[src/pm_cap_pkg.sv]
// Purpose: constants and carriers for the power-management capability block
// Assumes: dword-aligned configuration accesses with an 8-bit byte offset
// Notes:   capability fields are constant apart from the revision field
// How it works
// - next pointer bits 15-8 read 00h
// - capability code bits 7-0 read 01h
// - event-capable states bits 15-11 read 01111b
// - bit 10 reads 1b, state two supported
// - bit 9 reads 1b, state one supported
// - auxiliary current bits 8-6 read 000b
// - bit 5 reads 0b, no special initialization
// - reserved bit 4 always reads 0b
// - bit 3 reads 0b, no bus clock needed
// - select bit clear gives revision 010b
// - select bit set gives revision 011b
// - header at 44h, capabilities at 46h
// - select bit reset only by fundamental reset
package pm_cap_pkg;

  // ----------------------------------------------------------------
  // offsets
  // ----------------------------------------------------------------
  localparam logic [7:0] cap_header_offset   = 8'h44;
  localparam logic [7:0] cap_word_offset     = 8'h46;
  localparam logic [7:0] cap_second_offset   = 8'h48;
  localparam logic [7:0] misc_config_offset  = 8'hf0;
  localparam int         revision_select_pos = 7;

  // ----------------------------------------------------------------
  // field values
  // ----------------------------------------------------------------
  localparam logic [7:0] next_item_value      = 8'h00;
  localparam logic [7:0] capability_code      = 8'h01;
  localparam logic [4:0] event_capable_states = 5'h0f;
  localparam logic       state_two_supported  = 1'b1;
  localparam logic       state_one_supported  = 1'b1;
  localparam logic [2:0] aux_current_value    = 3'h0;
  localparam logic       special_init_value   = 1'b0;
  localparam logic       reserved_bit_value   = 1'b0;
  localparam logic       event_needs_bus_clock = 1'b0;
  localparam logic [2:0] revision_one_one     = 3'h2;
  localparam logic [2:0] revision_one_two     = 3'h3;

  // ----------------------------------------------------------------
  // reset values
  // ----------------------------------------------------------------
  localparam logic        revision_select_reset = 1'b1;
  localparam logic [15:0] cap_header_reset      = 16'h0001;
  localparam logic [15:0] cap_word_reset        = 16'h7e03;
  localparam logic [31:0] read_data_reset       = 32'h0000_0000;

  // ----------------------------------------------------------------
  // carriers
  // ----------------------------------------------------------------
  typedef struct packed {
    logic        rd;
    logic        wr;
    logic [7:0]  addr;
    logic [3:0]  be;
    logic [31:0] wdata;
  } cfg_req_t;

  typedef struct packed {
    logic        valid;
    logic        hit;
    logic [31:0] data;
  } cfg_rsp_t;

endpackage

[src/revision_select_store.sv]
// Purpose: holds the revision select bit of the miscellaneous register
// Assumes: arst_n is the fundamental reset, covering bus and global reset
// Notes:   function-level resets do not reach this flop by design
module revision_select_store
  import pm_cap_pkg::*;
(
  // clock and fundamental reset
  input  wire logic     ref_clk,
  input  wire logic     arst_n,
  // configuration request
  input  wire cfg_req_t req,
  // stored bit
  output logic          revision_select_bit
);

  logic sel_reg;
  logic sel_next;

  // ----------------------------------------------------------------
  // next value
  // ----------------------------------------------------------------
  always_comb begin
    sel_next = sel_reg;
    if (req.wr && req.addr == misc_config_offset && req.be[0]) begin
      sel_next = req.wdata[revision_select_pos];
    end
  end

  // only the fundamental reset sets this bit back to its reset value of 1
  always_ff @(posedge ref_clk or negedge arst_n) begin
    if (!arst_n) begin
      sel_reg <= revision_select_reset;
    end else begin
      sel_reg <= sel_next;
    end
  end

  assign revision_select_bit = sel_reg;

endmodule

[src/pci_power_mgmt_capability.sv]
// Purpose: read-only power-management capability pair in configuration space
// Assumes: one request per cycle; outer logic merges responses by hit
// Notes:   reads answer one cycle after the request; misc register shows bit 7 only
module pci_power_mgmt_capability
  import pm_cap_pkg::*;
(
  // clock and fundamental reset
  input  wire logic     ref_clk,
  input  wire logic     arst_n,
  // function reset, same clock, leaves the revision select bit alone
  input  wire logic     func_reset,
  // configuration access
  input  wire cfg_req_t req,
  output cfg_rsp_t      rsp,
  // current revision select, for other blocks
  output logic          revision_select_bit
);

  // ----------------------------------------------------------------
  // decode
  // ----------------------------------------------------------------
  function automatic logic hits_cap(input logic [7:0] a);
    hits_cap = (a == cap_header_offset);
  endfunction

  function automatic logic hits_misc(input logic [7:0] a);
    hits_misc = (a == misc_config_offset);
  endfunction

  logic        sel;
  logic [15:0] cap_header;
  logic [15:0] cap_word;
  logic [2:0]  revision;

  revision_select_store u_select (
    .ref_clk             (ref_clk),
    .arst_n              (arst_n),
    .req                 (req),
    .revision_select_bit (sel)
  );

  assign revision_select_bit = sel;

  // ----------------------------------------------------------------
  // fields
  // ----------------------------------------------------------------
  always_comb begin
    revision = sel ? revision_one_two : revision_one_one;
    cap_header = {next_item_value, capability_code};
    cap_word = {event_capable_states,
                state_two_supported,
                state_one_supported,
                aux_current_value,
                special_init_value,
                reserved_bit_value,
                event_needs_bus_clock,
                revision};
  end

  // ----------------------------------------------------------------
  // read response
  // ----------------------------------------------------------------
  cfg_rsp_t rsp_reg;
  cfg_rsp_t rsp_next;

  // writes to 44h never touch the capability fields; all but the revision are constants
  always_comb begin
    rsp_next.valid = req.rd;
    rsp_next.hit = 1'b0;
    rsp_next.data = read_data_reset;
    if (req.rd && hits_cap(req.addr)) begin
      rsp_next.hit = 1'b1;
      rsp_next.data = {cap_word, cap_header};
    end else if (req.rd && hits_misc(req.addr)) begin
      rsp_next.hit = 1'b1;
      rsp_next.data[revision_select_pos] = sel;
    end
    if (func_reset) begin
      rsp_next.valid = 1'b0;
      rsp_next.hit = 1'b0;
      rsp_next.data = read_data_reset;
    end
  end

  always_ff @(posedge ref_clk or negedge arst_n) begin
    if (!arst_n) begin
      rsp_reg <= '0;
    end else begin
      rsp_reg <= rsp_next;
    end
  end

  assign rsp = rsp_reg;

  // ----------------------------------------------------------------
  // checks
  // ----------------------------------------------------------------
  a_next_pointer_zero: assert property (@(posedge ref_clk) disable iff (!arst_n)
    req.rd && hits_cap(req.addr) && !func_reset |=> rsp.data[15:8] == 8'h00)
    else $error("next pointer not zero");

  a_code_is_one: assert property (@(posedge ref_clk) disable iff (!arst_n)
    req.rd && hits_cap(req.addr) && !func_reset |=> rsp.valid && rsp.hit && rsp.data[7:0] == 8'h01)
    else $error("capability code wrong");

  a_event_states: assert property (@(posedge ref_clk) disable iff (!arst_n)
    req.rd && hits_cap(req.addr) && !func_reset |=> rsp.data[31:27] == 5'b01111)
    else $error("event states field wrong");

  a_state_two: assert property (@(posedge ref_clk) disable iff (!arst_n)
    req.rd && hits_cap(req.addr) && !func_reset |=> rsp.data[26])
    else $error("state two flag clear");

  a_state_one: assert property (@(posedge ref_clk) disable iff (!arst_n)
    req.rd && hits_cap(req.addr) && !func_reset |=> rsp.data[25])
    else $error("state one flag clear");

  a_low_flags_zero: assert property (@(posedge ref_clk) disable iff (!arst_n)
    req.rd && hits_cap(req.addr) && !func_reset |=> rsp.data[24:22] == 3'b000)
    else $error("aux current not zero");

  a_init_flag_zero: assert property (@(posedge ref_clk) disable iff (!arst_n)
    req.rd && hits_cap(req.addr) && !func_reset |=> !rsp.data[21])
    else $error("init flag set");

  a_reserved_zero: assert property (@(posedge ref_clk) disable iff (!arst_n)
    req.rd && hits_cap(req.addr) && !func_reset |=> !rsp.data[20])
    else $error("reserved bit set");

  a_clock_flag_zero: assert property (@(posedge ref_clk) disable iff (!arst_n)
    req.rd && hits_cap(req.addr) && !func_reset |=> !rsp.data[19])
    else $error("bus clock flag set");

  a_revision_old: assert property (@(posedge ref_clk) disable iff (!arst_n)
    req.rd && hits_cap(req.addr) && !func_reset && !sel |=> rsp.data[18:16] == 3'b010)
    else $error("revision not 010b");

  a_revision_new: assert property (@(posedge ref_clk) disable iff (!arst_n)
    req.rd && hits_cap(req.addr) && !func_reset && sel |=> rsp.data[18:16] == 3'b011)
    else $error("revision not 011b");

  a_map_decode: assert property (@(posedge ref_clk) disable iff (!arst_n)
    req.rd && !hits_cap(req.addr) && !hits_misc(req.addr) |=> !rsp.hit && rsp.data == 32'h0)
    else $error("unmapped offset answered");

  a_select_keeps: assert property (@(posedge ref_clk) disable iff (!arst_n)
    func_reset && !(req.wr && hits_misc(req.addr)) |=> $stable(sel))
    else $error("select bit moved without a write");

  a_write_ignored: assert property (@(posedge ref_clk) disable iff (!arst_n)
    req.wr && hits_cap(req.addr) ##1 req.rd && hits_cap(req.addr) && !func_reset
      |=> rsp.data[15:0] == 16'h0001 && rsp.data[31:19] == 13'h0fc0)
    else $error("capability write took effect");

  // a read and a write to the misc register in one cycle return the pre-write bit
  a_misc_shows_bit: assert property (@(posedge ref_clk) disable iff (!arst_n)
    req.rd && hits_misc(req.addr) && !func_reset
      |=> rsp.data[7] == $past(sel) && rsp.data[31:8] == 24'h000000 && rsp.data[6:0] == 7'h00)
    else $error("misc read does not show select bit");

  // ----------------------------------------------------------------
  // handshake and select bit checks
  // ----------------------------------------------------------------
  // every read outside function reset gets one answer, so the outer merge can count them
  a_read_answered: assert property (@(posedge ref_clk) disable iff (!arst_n)
    req.rd && !func_reset
      |=> rsp.valid)
    else $error("read got no answer");

  // the answer stands one cycle only; a stale hit would shadow other blocks
  a_idle_silent: assert property (@(posedge ref_clk) disable iff (!arst_n)
    !req.rd
      |=> !rsp.valid && !rsp.hit && rsp.data == 32'h0000_0000)
    else $error("answer without a read");

  a_func_blanks: assert property (@(posedge ref_clk) disable iff (!arst_n)
    func_reset
      |=> !rsp.valid && !rsp.hit && rsp.data == 32'h0000_0000)
    else $error("answer during function reset");

  a_misc_hit: assert property (@(posedge ref_clk) disable iff (!arst_n)
    req.rd && hits_misc(req.addr) && !func_reset
      |=> rsp.valid && rsp.hit)
    else $error("misc read not claimed");

  a_unmapped_valid: assert property (@(posedge ref_clk) disable iff (!arst_n)
    req.rd && !hits_cap(req.addr) && !hits_misc(req.addr) && !func_reset
      |=> rsp.valid && !rsp.hit)
    else $error("unmapped read not answered as a miss");

  a_header_value: assert property (@(posedge ref_clk) disable iff (!arst_n)
    req.rd && hits_cap(req.addr) && !func_reset
      |=> rsp.data[15:0] == cap_header_reset)
    else $error("header half differs from its fixed value");

  a_word_default: assert property (@(posedge ref_clk) disable iff (!arst_n)
    req.rd && hits_cap(req.addr) && !func_reset && sel
      |=> rsp.data[31:16] == cap_word_reset)
    else $error("capabilities half differs from its default");

  a_select_set: assert property (@(posedge ref_clk) disable iff (!arst_n)
    req.wr && hits_misc(req.addr) && req.be[0] && req.wdata[7]
      |=> sel)
    else $error("select bit not set by write");

  a_select_clear: assert property (@(posedge ref_clk) disable iff (!arst_n)
    req.wr && hits_misc(req.addr) && req.be[0] && !req.wdata[7]
      |=> !sel)
    else $error("select bit not cleared by write");

  a_select_steady: assert property (@(posedge ref_clk) disable iff (!arst_n)
    !(req.wr && hits_misc(req.addr) && req.be[0])
      |=> $stable(sel))
    else $error("select bit moved without a write");

  // no disable here: it watches the outputs while the fundamental reset is held;
  // the first reset edge is skipped so the time-zero reset event cannot race it
  a_reset_quiet: assert property (@(posedge ref_clk)
    !arst_n ##1 !arst_n
      |-> !rsp.valid && !rsp.hit && sel)
    else $error("outputs not at reset values");

endmodule

[config.mk]
export PLATFORM = sky130hd
export DESIGN_NAME = pci_power_mgmt_capability
export DESIGN_NICKNAME = d
export VERILOG_FILES = /design/src/pm_cap_pkg.sv /design/src/revision_select_store.sv /design/src/pci_power_mgmt_capability.sv
export SDC_FILE = /design/constraint.sdc
export NUM_CORES = 1
export LEC_CHECK = 0
export ABC_AREA = 1
export BUFFER_PORTS_ARGS = -buffer_cell sky130_fd_sc_hd__buf_2
export CAP_MARGIN = 20
export CORE_UTILIZATION = 26
export DETAILED_ROUTE_END_ITERATION = 10
export PLACE_DENSITY = 0.82
export SLEW_MARGIN = 20
export SYNTH_ARGS = -nofsm -noshare
export SYNTH_HDL_FRONTEND = slang
export SYNTH_HIERARCHICAL = 1
export SYNTH_SLANG_ARGS = --single-unit
[constraint.sdc]
create_clock -name ref_clk -period 0.9 [get_ports ref_clk]
set_input_delay 0.09 -clock ref_clk [delete_from_list [all_inputs] [get_ports ref_clk]]
set_output_delay 0.09 -clock ref_clk [all_outputs]
set_load 0.1 [all_outputs]
==> results summary, run 1 <==
The number of iterations in the first detailed-routing pass came out at 3. The library cell used most frequently in the layout, excluding fill and tap cells, is sky130_fd_sc_hd__conb_1. The critical path data required time came out at 0.81 ns. The clock latency at the later pin of the worst-skew pair is 0.25 ns. IR analysis of the VDD net gives a maximum drop of 0.569 mV. The met2 wirelength from detailed routing is ~450 µm. The final setup violation count is 13. The floorplan die width came out at about 49 µm. The detailed router put a total of around 380 µm of wire on met1. The clock-pin slew reported for the worst setup and hold paths after clock tree synthesis came out at about 0.050 ns. The worst path arrival time came out at 1.04 ns.

The total power after layout came out at approximately 0.0011 W. For this run, design rule violations remaining after detail routing come to 0. The routed length per instance is 7.03 µm. Setup repair after global routing could not meet its margin everywhere. The number of different library cells in the post-synthesis netlist came out at 14. The global placer's final weighted congestion came out at ~0.65. The number of placement rows is 16. The length in cells of the worst reg-to-reg path came out at 5.

The biggest area consumer among synthesized cells is sky130_fd_sc_hd__buf_4. The sequential element share of the synthesized area is 0.263. The number of top-level pins is 84. The setup path with the least slack is of type flip-flop to primary output. The final reports fail on negative setup slack. The post-synthesis sequential element count came out at 6. The maximum achievable frequency is 882 MHz. In the final layout, the share of cells above drive strength 1 is 0.398. In this run, the number of DRC markers left after iteration 0 of detailed routing was 5. The sum of negative setup slack came out at -2.53 ns. The routed wire length on met3 is ~100 µm. Among cell families on the critical path, the largest total delay comes from flip-flops. In the post-synthesis netlist, the biggest area contributors are sky130_fd_sc_hd__buf_4 (38%), sky130_fd_sc_hd__dfrtp_1 (22%), sky130_fd_sc_hd__inv_1 (10%). The root buffer cell is sky130_fd_sc_hd__clkbuf_4.

The run finished, with violations left. After layout, the worst setup slack is -0.233 ns. The gate count after technology mapping came out at 83. In this run the top signal layer used is met4. The remaining global-route overflow is 0. The number of flip-flops under the largest register name is 5. In this design, the stage delay of the slowest critical-path cell is slightly above 0.6 ns. The instance count on the critical path came out at 1.

In the layout the commonest cells are sky130_fd_sc_hd__conb_1 (22), sky130_fd_sc_hd__inv_1 (15), sky130_fd_sc_hd__nand2_1 (14), sky130_fd_sc_hd__buf_2 (14), sky130_fd_sc_hd__buf_12 (13). The synthesized area per cell came out at 6.93 µm². The worst setup path is launched from a flip-flop. The analysis attributes to cell leakage a power of 0.484 nW.

The count of buffer and inverter cells on the critical path came out at 1. The total die area is 2410 µm². The final standard cell count with taps included and fillers excluded is 135.

The number of cells after detailed placement came out at about 130. Traced cell by cell, the critical path runs through buf_12. The total wire length after detailed routing is 949 µm. The area of the mapped netlist is 576 µm². The max-cap violation count came out at 0. The path type of the worst min-delay path is primary input to flip-flop.

The number of buffers created by CTS came out at 3. The reg-to-reg setup timing slack is -0.20 ns. The fraction of synthesized cell area taken by the top area cell type came out at 0.378. Power spread over the standard cell area amounts to 1260 nW/µm². The worst setup path is captured at a primary output. In this run the deepest clock path goes through 2 buffers. The number of global-route vias before repair is 350. Detailed placement finished with a half-perimeter wire length of 867 µm. The core area is just over 2000 µm². The worst-case clock skew came out at 0.0102 ns. The antenna diode count is 0. The final max-slew violation count is 0. The net count reported at finish is 158. The initial cell density of the core is 0.285. The number of hold violations in the final report came to 0. The share of the clock period used by the worst path after layout came out at 1.26. The via density per instance is 3.42. The first global-routing pass estimated 1.41 mm of wire.

The number of warnings issued by yosys came out at 6. The number of antenna violations at the first check in global routing is 0. The number of sinks handled by clock tree synthesis came out at 6. The overall fraction of global-route tracks in use is 0.0793. The clock tree from TritonCTS is yes. The number of routed nets with antenna violations came out at 0. The number of buffers inserted by port buffering is 27. The via count is 462. The smallest clock period supported by the final layout is computed as 1.13 ns. The slowest library cell on the worst path is sky130_fd_sc_hd__dfstp_4. The number of levels the H-tree was split into is 1. Of all nets on the critical path, the largest fanout is 2. The end-of-flow core utilization is 0.428.

From synthesis to final layout, the design area changed by 50.4%. The pin count of the biggest net entering global routing came out at 9. The die is between 40 and 50 µm tall. The depth of the worst hold-timing path came out at 2.
## where the power goes
group	leakage, nW	internal (W)	switching [W]
logic	0.397	0.0000590	0.000482
registers	0.0725	0.000276	0.00000354
clock network	0.0150	0.000168	0.000103
## stage by stage
| stage | hold slack, ns | setup slack [ns] | instance area, µm² |
|---|---|---|---|
| finish | 0.0572 | -0.233 | 866 |
| global route | 0.0539 | -0.256 | 866 |
| CTS | 0.0255 | -0.262 | 851 |
| detailed placement | -0.0747 | -0.115 | 815 |
| global placement | -0.0849 | -0.0604 | 815 |
| floorplan | -0.206 | -0.237 | 718 |
## kinds of logic after synthesis
| group | share of synthesized area |
|---|---|
| AO/OA/AOI/OAI | 0.00869 |
| other | 0.00652 |
| buffers and inverters | 0.489 |
| AND/OR/NAND/NOR | 0.233 |
| flip-flops | 0.263 |
## final cells by class
cell class | count | area (µm²)
multi-input combinational | 52 | 229
fill | 200 | 1160
timing repair buffer | 29 | 348
tap | 27 | 33.8
inverter | 17 | 66.3
clock buffer | 4 | 26.3
sequential | 6 | 163
## final timing paths
check / to / from
max: revision_select_bit / u_select/revision_select_bit
min: rsp[33] / func_reset
max reg2reg: rsp[7] / u_select/revision_select_bit
min reg2reg: u_select/revision_select_bit / u_select/revision_select_bit
max in group asynchronous: u_select/revision_select_bit / arst_n
min in group asynchronous: rsp[29] / arst_n
## routing by layer
metal,vias up,GRT usage
met5,-,0
met4,0,0.0882
met3,2,0.0125
met2,39,0.123
met1,183,0.0875
li1,238,-
## Yosys cell counts, drive strengths merged
cell type,number
nand2,14
nand3,4
dfstp,1
nand4,1
dfrtp,5
nor2,10
o21ai,1
conb,1
inv,17
buf,29
## timing repair
action,CTS,global route
hold buffers,1,0
endpoints found under the hold margin,6,0
pin swaps,2,2
buffers inserted,0,1
setup endpoints to repair,14,16
resized for setup,0,2
No activity file was read; power rests on OpenSTA's default activity.
==> run 2: changes to the inputs <==
--- a/config.mk
+++ b/config.mk
@@ -5,12 +5,12 @@
 export SDC_FILE = /design/constraint.sdc
 export NUM_CORES = 1
 export LEC_CHECK = 0
-export ABC_AREA = 1
 export BUFFER_PORTS_ARGS = -buffer_cell sky130_fd_sc_hd__buf_2
 export CAP_MARGIN = 20
-export CORE_UTILIZATION = 26
+export CORE_UTILIZATION = 24
 export DETAILED_ROUTE_END_ITERATION = 10
 export PLACE_DENSITY = 0.82
+export RECOVER_POWER = 100
 export SLEW_MARGIN = 20
 export SYNTH_ARGS = -nofsm -noshare
 export SYNTH_HDL_FRONTEND = slang
==> results summary, run 2 <==
The flow ran to the end, but the final reports show violations. The checks that failed: negative setup slack. The highest-utilization routing layer at the global route stage is met2.

The clock-pin slew reported for the worst setup and hold paths after clock tree synthesis is 0.05 ns (about the same). The slowest library cell on the worst path is sky130_fd_sc_hd__dfstp_4. The routing usage on met2 came out at 0.172 (+0.0495).

The final max-slew violation count came out at 0 (unchanged). In the synthesized netlist the dominant register cell turns out to be sky130_fd_sc_hd__dfrtp_1. The total die area came out at 2220 µm² (-7.6%). The fraction of registers with async set or reset after synthesis came out at 1.00 (unchanged).

The routed length per instance came out at 8.89 µm (+26%). The core area was 1820 µm² (-10%). The number of global-route vias before repair was 316 (-9.7%). The initial cell density of the core came out at 0.269 (-0.0159). The number of routed nets with antenna violations came out at 0 (unchanged). The number of fillers in the final layout came to 189 (-5.5%).

The die boundary height is 47.2 µm (-3.9%). The global placer's final weighted congestion is 0.705 (+8.9%). The via count is 360 (-22%).

The share of the clock period used by the worst path after layout is 1.25 (-0.00545). The maximum buffer depth of the clock tree is 2 (unchanged). The antenna diode count is 0 (unchanged). The largest driver fanout on the critical path was 2 (unchanged).

The sequential element share of the synthesized area came out at 0.309 (+0.0464). The worst path arrival time came out at 1.04 ns (about the same). The half-perimeter wire length after placement came to 761 µm (-12%). The number of sinks handled by clock tree synthesis is 6 (unchanged). The total area of multi-input combinational cells was 213 µm² (-7.1%). The number of buffers inserted by port buffering is 27 (unchanged). The number of different library cells in the post-synthesis netlist was 15 (+1).

The count of unresolved DRC violations after routing is 0 (unchanged). The clock latency at the later pin of the worst-skew pair is 0.24 ns (about the same). Of all cell types, the one taking the most synthesized area is sky130_fd_sc_hd__buf_4.

The fraction of synthesized cell area taken by the top area cell type is 0.445 (+0.0668). The number of flip-flops under the largest register name is 5 (unchanged). In this design, the largest share of critical-path delay is due to flip-flops.

The pin count of the biggest net entering global routing came out at 9 (unchanged). The end-of-flow core utilization is 0.432 (+0.00408). The max-cap violation count came to 0 (unchanged).

The wire length of the first global-routing pass came out at 1.35 mm (-4.4%). The total wire length after detailed routing came to 889 µm (-6.3%). The synthesized area per cell is 9.78 µm² (+41%). The net count reported at finish came to 125 (-21%). Leaving out fill and tap cells, the most frequent cell in the layout is sky130_fd_sc_hd__conb_1. The library cells used most frequently in the layout, excluding fill and tap cells, are sky130_fd_sc_hd__conb_1 (22), sky130_fd_sc_hd__buf_12 (13), sky130_fd_sc_hd__buf_2 (12), sky130_fd_sc_hd__clkbuf_4 (3), sky130_fd_sc_hd__dfrtp_2 (3). Setup repair after global routing could not meet its margin everywhere. The setup slack after placement came to -0.275 ns (-0.160 ns).

The time the worst path needs with I/O delays and setup is 1.13 ns (-0.00491 ns). The total area of sequential cells is 163 µm² (unchanged). The worst hold-check slack came to 0.0813 ns (+0.0241 ns). The delay of the slowest critical-path stage came out at 0.62 ns (about the same). The total power divided by cell area came out at 1350 nW/µm² (+6.9%). The path class of the tightest hold or removal check is primary input to flip-flop. The number of iterations in the first detailed-routing pass came out at 2 (-1). The fraction of layout instances using a drive strength above 1 came out at 0.560 (+0.162). The number of levels the H-tree was split into came out at 1 (unchanged). The maximum achievable frequency came out at 886 MHz (+0.43%). The synthesis-to-finish area growth is 60.9%. The worst setup path is captured at a primary output. The final setup violation count came out at 15 (+2).

The worst-case clock skew is 0.00551 ns (-0.00464 ns). The met3 track demand over resource came to 0.0308 (+0.0183). The number of antenna violations at the first check in global routing came out at 0 (unchanged). By area the synthesized netlist is led by sky130_fd_sc_hd__buf_4 (45%), sky130_fd_sc_hd__dfrtp_1 (26%), sky130_fd_sc_hd__or4b_4 (5.6%). The number of top-level pins is 84 (unchanged). The via density per instance is 3.60 (+5.2%). The number of enable flip-flop cells after synthesis came to 0 (unchanged). The remaining global-route overflow came to 0 (unchanged). The total power after layout came out at 0.00106 W (-2.8%).

The critical path data required time came to 0.81 ns (about the same). The number of DRC violations after detailed-routing iteration 0 is 2 (-3). The count of buffer and inverter cells on the critical path is 1 (unchanged).

The gate count after technology mapping came out at 50 (-40%). The post-synthesis sequential element count came out at 6 (unchanged). CTS placed an instance of sky130_fd_sc_hd__clkbuf_4 at the clock tree root. Among all cell types in the netlist, the one instantiated most often is sky130_fd_sc_hd__buf_4.

The floorplan die width is 47.2 µm (-3.9%). The number of buffers created by CTS is 3 (unchanged). The commonest cells after synthesis are sky130_fd_sc_hd__buf_4 (29), sky130_fd_sc_hd__dfrtp_1 (5), sky130_fd_sc_hd__inv_1 (2), sky130_fd_sc_hd__nor4_1 (2), sky130_fd_sc_hd__or4b_4 (2). The signal on the critical path passes through buf_12.

The number of placement rows is 15 (-1). TritonCTS built the clock tree. The final design instance area without fill was 787 µm² (-9.1%). The critical setup path kind is flip-flop to primary output. The overall fraction of global-route tracks in use is 0.0929 (+0.0135). The met1 track demand over resource in global routing came out at 0.0824 (-0.00510). The number of hold violations in the final report is 0 (unchanged). The leakage power of the design is 0.367 nW (-24%). The maximum ir drop on the vdd rail was 0.573 mV (+0.63%). The worst setup path is launched from a flip-flop.

The number of warnings issued by yosys is 6 (unchanged). The final setup slack of the worst path was -0.228 ns (+0.00491 ns). The placed cell area is 723 µm² (-11%). The area of the mapped netlist came to 489 µm² (-15%).
[run 2: where the power goes]
group / internal [W] / leakage [nW] / switching [W]
Combinational: 0.0000516 / 0.279 / 0.000463
Clock: 0.000168 / 0.0150 / 0.0000990
Sequential: 0.000276 / 0.0734 / 0.00000338
[run 2: kinds of logic (layout without fill, tap and decap cells)]
logic type | after synthesis | after routing | share of synthesized area
DFF | 6 | 6 | 0.309
and+or+nand+nor | 10 | 10 | 0.184
AOI/OAI and AO/OA | 1 | 1 | 0.0154
other | 1 | 22 | 0.00767
buffers and inverters | 31 | 35 | 0.460
muxes | 1 | 1 | 0.0230
[run 2: path summary, 6_finish.rpt]
check                                        startpoint                            to  depth (start not counted)  slack [ns]
max                        u_select/revision_select_bit           revision_select_bit                          1       -0.23
min                                              req[7]  u_select/revision_select_bit                          2        0.08
max reg2reg                u_select/revision_select_bit                        rsp[7]                          3       -0.16
min reg2reg                u_select/revision_select_bit                       rsp[16]                          3        0.77
max in group asynchronous                        arst_n  u_select/revision_select_bit                          2        0.37
min in group asynchronous                        arst_n                        rsp[7]                          2        0.25
[run 2: metal layers]
layer / routed length [µm] / vias up
met2: 516 / 31
met5: 0 / -
met4: 6 / 0
li1: - / 167
met1: 275 / 160
met3: 91 / 2
[run 2: layout make-up]
cell class	instances	share of cell area
tap	25	0.0397
sequential	6	0.207
multi-input combinational	34	0.270
inverter	2	0.00954
timing repair buffer	29	0.440
clock buffer	4	0.0334
[run 2: repair_timing]
action / in CTS / in global routing
resized for setup: 2 / 1
endpoints found under the setup margin: 15 / 16
hold buffers: 1 / 0
endpoints found under the hold margin: 6 / 0
setup buffers: 1 / 0
[run 2: worst register-to-register path: stages (launching register included)]
cell                      delay, ns
sky130_fd_sc_hd__dfstp_4       0.62
sky130_fd_sc_hd__buf_4         0.11
sky130_fd_sc_hd__inv_2         0.05
sky130_fd_sc_hd__nor4_2        0.19
[run 2: through the flow]
step	instances	TNS (ns)
3_5_place_dp	94	-0.984
2_1_floorplan	71	-1.66
6_report	100	-2.29
5_1_grt	100	-2.68
4_1_cts	100	-2.48
3_3_place_gp	94	-0.831
==> run 3: changes to the inputs <==
--- a/config.mk
+++ b/config.mk
@@ -7,12 +7,11 @@
 export LEC_CHECK = 0
 export BUFFER_PORTS_ARGS = -buffer_cell sky130_fd_sc_hd__buf_2
 export CAP_MARGIN = 20
-export CORE_UTILIZATION = 24
+export CORE_UTILIZATION = 23
 export DETAILED_ROUTE_END_ITERATION = 10
-export PLACE_DENSITY = 0.82
+export PLACE_DENSITY = 0.81
 export RECOVER_POWER = 100
 export SLEW_MARGIN = 20
 export SYNTH_ARGS = -nofsm -noshare
 export SYNTH_HDL_FRONTEND = slang
-export SYNTH_HIERARCHICAL = 1
 export SYNTH_SLANG_ARGS = --single-unit
==> results summary, run 3 <==
The flow ran to the end, but the final reports show violations. The checks that failed: negative setup slack. The worst path arrival time is 1.04 ns (about the same). The die boundary height is 47.5 µm (+0.67%).

The number of iterations in the first detailed-routing pass came out at 4 (+2). The count of unresolved DRC violations after routing came out at 0 (unchanged). The floorplan die width is 47.5 µm (+0.67%).

The number of enable flip-flop cells after synthesis is 0 (unchanged). The maximum ir drop on the vdd rail came out at 0.690 mV (+20%). The total power divided by cell area is 1340 nW/µm² (-0.32%). The routing usage on met2 came out at 0.0959 (-0.0763). The layer flagged by global routing as most heavily used is met2. The number of hold violations in the final report is 0 (unchanged). The max-cap violation count came out at 0 (unchanged).

The critical path is of the flip-flop to primary output type. The final setup slack of the worst path was -0.230 ns (-0.00186 ns). The gate count after technology mapping came to 49 (-2.0%). The depth of the worst hold-timing path is 2 (unchanged). The remaining global-route overflow is 0 (unchanged). The worst-case clock skew is 0.00737 ns (+0.00186 ns). The startpoint of the most critical hold path is func_reset.

The number of antenna violations at the first check in global routing was 0 (unchanged). The critical path goes through buf_12. The critical path data required time came out at 0.81 ns (about the same). The met3 track demand over resource is 0.0340 (+0.00319). The maximum achievable frequency is 885 MHz (-0.16%).

Ranked by total cell area, the synthesized netlist is headed by sky130_fd_sc_hd__buf_4 (46%), sky130_fd_sc_hd__dfrtp_1 (26%), sky130_fd_sc_hd__dfstp_2 (5.5%). The fraction of registers with async set or reset after synthesis is 1.00 (unchanged). The number of fillers in the final layout was 213 (+13%). The kind of end point of the critical path is a primary output. The number of levels the H-tree was split into is 1 (unchanged). The number of buffers created by CTS was 3 (unchanged). The library cells used most frequently in the layout, excluding fill and tap cells, are sky130_fd_sc_hd__conb_1 (22), sky130_fd_sc_hd__buf_2 (13), sky130_fd_sc_hd__buf_12 (13).

The number of flip-flops under the largest register name is 5 (unchanged). The total die area is 2250 µm² (+1.3%). The initial cell density of the core is 0.242 (-0.0264). The synthesis-to-finish area growth came out at 64.7%. The number of warnings issued by yosys is 0 (-6). The core area came out at 1960 µm² (+7.8%). The final setup violation count came out at 14 (-1). The area of the mapped netlist came out at 475 µm² (-2.8%). The commonest cells after synthesis are sky130_fd_sc_hd__buf_4 (29), sky130_fd_sc_hd__dfrtp_1 (5), sky130_fd_sc_hd__nor2_1 (3). The final max-slew violation count came out at 0 (unchanged). The number of DRC violations after detailed-routing iteration 0 was 2 (unchanged).

The number of buffers inserted by port buffering is 27 (unchanged). The wire length of the first global-routing pass is 959 µm (-29%). The overall fraction of global-route tracks in use is 0.0652 (-0.0277). The sequential element share of the synthesized area came out at 0.318 (+0.00896). The total area of sequential cells was 161 µm² (-0.77%).

The fraction of synthesized cell area taken by the top area cell type came out at 0.458 (+0.0129). In this design, the largest share of critical-path delay is due to flip-flops. The pin count of the biggest net entering global routing came to 9 (unchanged). The time the worst path needs with I/O delays and setup came out at 1.13 ns (+0.00186 ns). The endpoint identified for the worst register-to-register timing path is rsp[7]. The end-of-flow core utilization is 0.399 (-0.0331). In the post-synthesis netlist, the cell with the most instances is sky130_fd_sc_hd__buf_4.

The total area of multi-input combinational cells is 193 µm² (-9.4%). The post-synthesis sequential element count is 6 (unchanged). The maximum buffer depth of the clock tree is 2 (unchanged). The number of global-route vias before repair came to 265 (-16%).

The share of the clock period used by the worst path after layout came out at 1.26 (+0.00207). The number of placement rows was 16 (+1). The length in cells of the worst reg-to-reg path came out at 4 (+1). The reg-to-reg setup timing slack was -0.19 ns (-0.03 ns). The biggest area contributor in the post-synthesis netlist is sky130_fd_sc_hd__buf_4. The via count is 353 (-1.9%). The delay of the slowest critical-path stage came out at 0.62 ns (about the same). The clock latency at the later pin of the worst-skew pair came out at 0.25 ns (about the same). The clock tree from TritonCTS is yes. The most used flip-flop cell after synthesis is sky130_fd_sc_hd__dfrtp_1. The clock-pin slew reported for the worst setup and hold paths after clock tree synthesis is 0.05 ns (about the same). The worst flop-to-flop path startpoint is u_select.revision_select_bit.

The library cell used most frequently in the layout, excluding fill and tap cells, is sky130_fd_sc_hd__conb_1. The setup slack after placement came out at -0.106 ns (+0.168 ns). The leakage power of the design came out at 0.365 nW (-0.45%). The sort of element at the start of the critical path is a flip-flop. The number of routed nets with antenna violations is 0 (unchanged). The net count reported at finish is 127 (+1.6%). The number of sinks handled by clock tree synthesis is 6 (unchanged). The total wire length after detailed routing came out at 755 µm (-15%). The root buffer cell is sky130_fd_sc_hd__clkbuf_4.

The fraction of layout instances using a drive strength above 1 was 0.519 (-0.0405). The largest driver fanout on the critical path came out at 2 (unchanged). The antenna diode count is 0 (unchanged). The count of buffer and inverter cells on the critical path is 1 (unchanged). The met1 track demand over resource in global routing is 0.0701 (-0.0123). The number of top-level pins came out at 84 (unchanged). The routed length per instance came out at 7.26 µm (-18%).

The synthesized area per cell came out at 9.70 µm² (-0.83%). The global placer's final weighted congestion came out at 0.717 (+1.8%). The via density per instance is 3.39 (-5.7%). The half-perimeter wire length after placement is 655 µm (-14%). Setup repair after global routing could not meet its margin everywhere.

For hold timing, the worst endpoint is rsp[33]. The number of different library cells in the post-synthesis netlist came out at 15 (unchanged). The path type of the worst min-delay path is primary input to flip-flop. The slowest stage of the critical path is the sky130_fd_sc_hd__dfstp_4 cell.
[run 3: cell count changes in the layout (fill, tap and decap cells not counted), sizes merged, moves of 2 or more]
cell,delta
inv,-2
nor4,-3
nor2,+3
buf,+3
[run 3: kinds of logic (layout without fill, tap and decap cells)]
logic type             after synthesis  count (layout)  share of synthesized area
DFF                                  6               6                      0.318
muxes                                1               1                     0.0237
other                                1              22                    0.00789
AOI/OAI and AO/OA                    1               1                     0.0105
and+or+nand+nor                     11              11                      0.182
buffers and inverters               29              36                      0.458
[run 3: how the worst max path moves through the flow]
stage                     cells past startpoint  slack (ns)                      endpoint                         start
after floorplan                               2       -0.14                       rsp[16]  u_select.revision_select_bit
after detailed placement                      4       -0.11  u_select.revision_select_bit                       req[37]
after CTS                                     1       -0.24                       rsp[25]                       rsp[29]
after global routing                          1       -0.25                       rsp[25]                       rsp[29]
after global placement                        4       -0.09  u_select.revision_select_bit                       req[37]
final                                         1       -0.23           revision_select_bit  u_select.revision_select_bit
[run 3: area by class of cell]
type,count,area share
Multi-Input combinational cell,35,0.246
Timing Repair Buffer,32,0.471
Tap cell,27,0.0431
Sequential cell,6,0.206
Clock buffer,4,0.0335
[run 3: power by group]
group          internal (W)  switching (W)  leakage [nW]  total (W)
sequential         0.000276     0.00000359        0.0751   0.000280
clock              0.000168      0.0000975        0.0150   0.000265
combinational     0.0000537       0.000454         0.275   0.000508
total              0.000498       0.000555         0.365    0.00105
[run 3: timing repair]
item	4_1_cts	5_1_grt
hold buffers	1	0
pin swaps	0	1
buffers inserted	1	1
hold endpoints to repair	6	0
resized for setup	0	3
endpoints found under the setup margin	13	16
[run 3: layer usage]
metal	part of all wire	vias to the layer above
li1	-	163
met1	0.31	155
met4	0.017	0
met2	0.48	33
met5	0	-
met3	0.19	2
[run 3: metrics by stage]
step	setup TNS [ns]	total power [W]	cell area [µm²]	hold slack [ns]	instances
floorplan	-1.42	0.000799	604	-0.206	70
global placement	-0.175	0.000784	731	-0.0900	97
detailed placement	-0.219	0.000786	731	-0.0861	97
CTS	-2.42	0.00106	774	0.0233	103
global route	-2.89	0.00109	783	0.0648	104
finish	-2.57	0.00105	783	0.0535	104
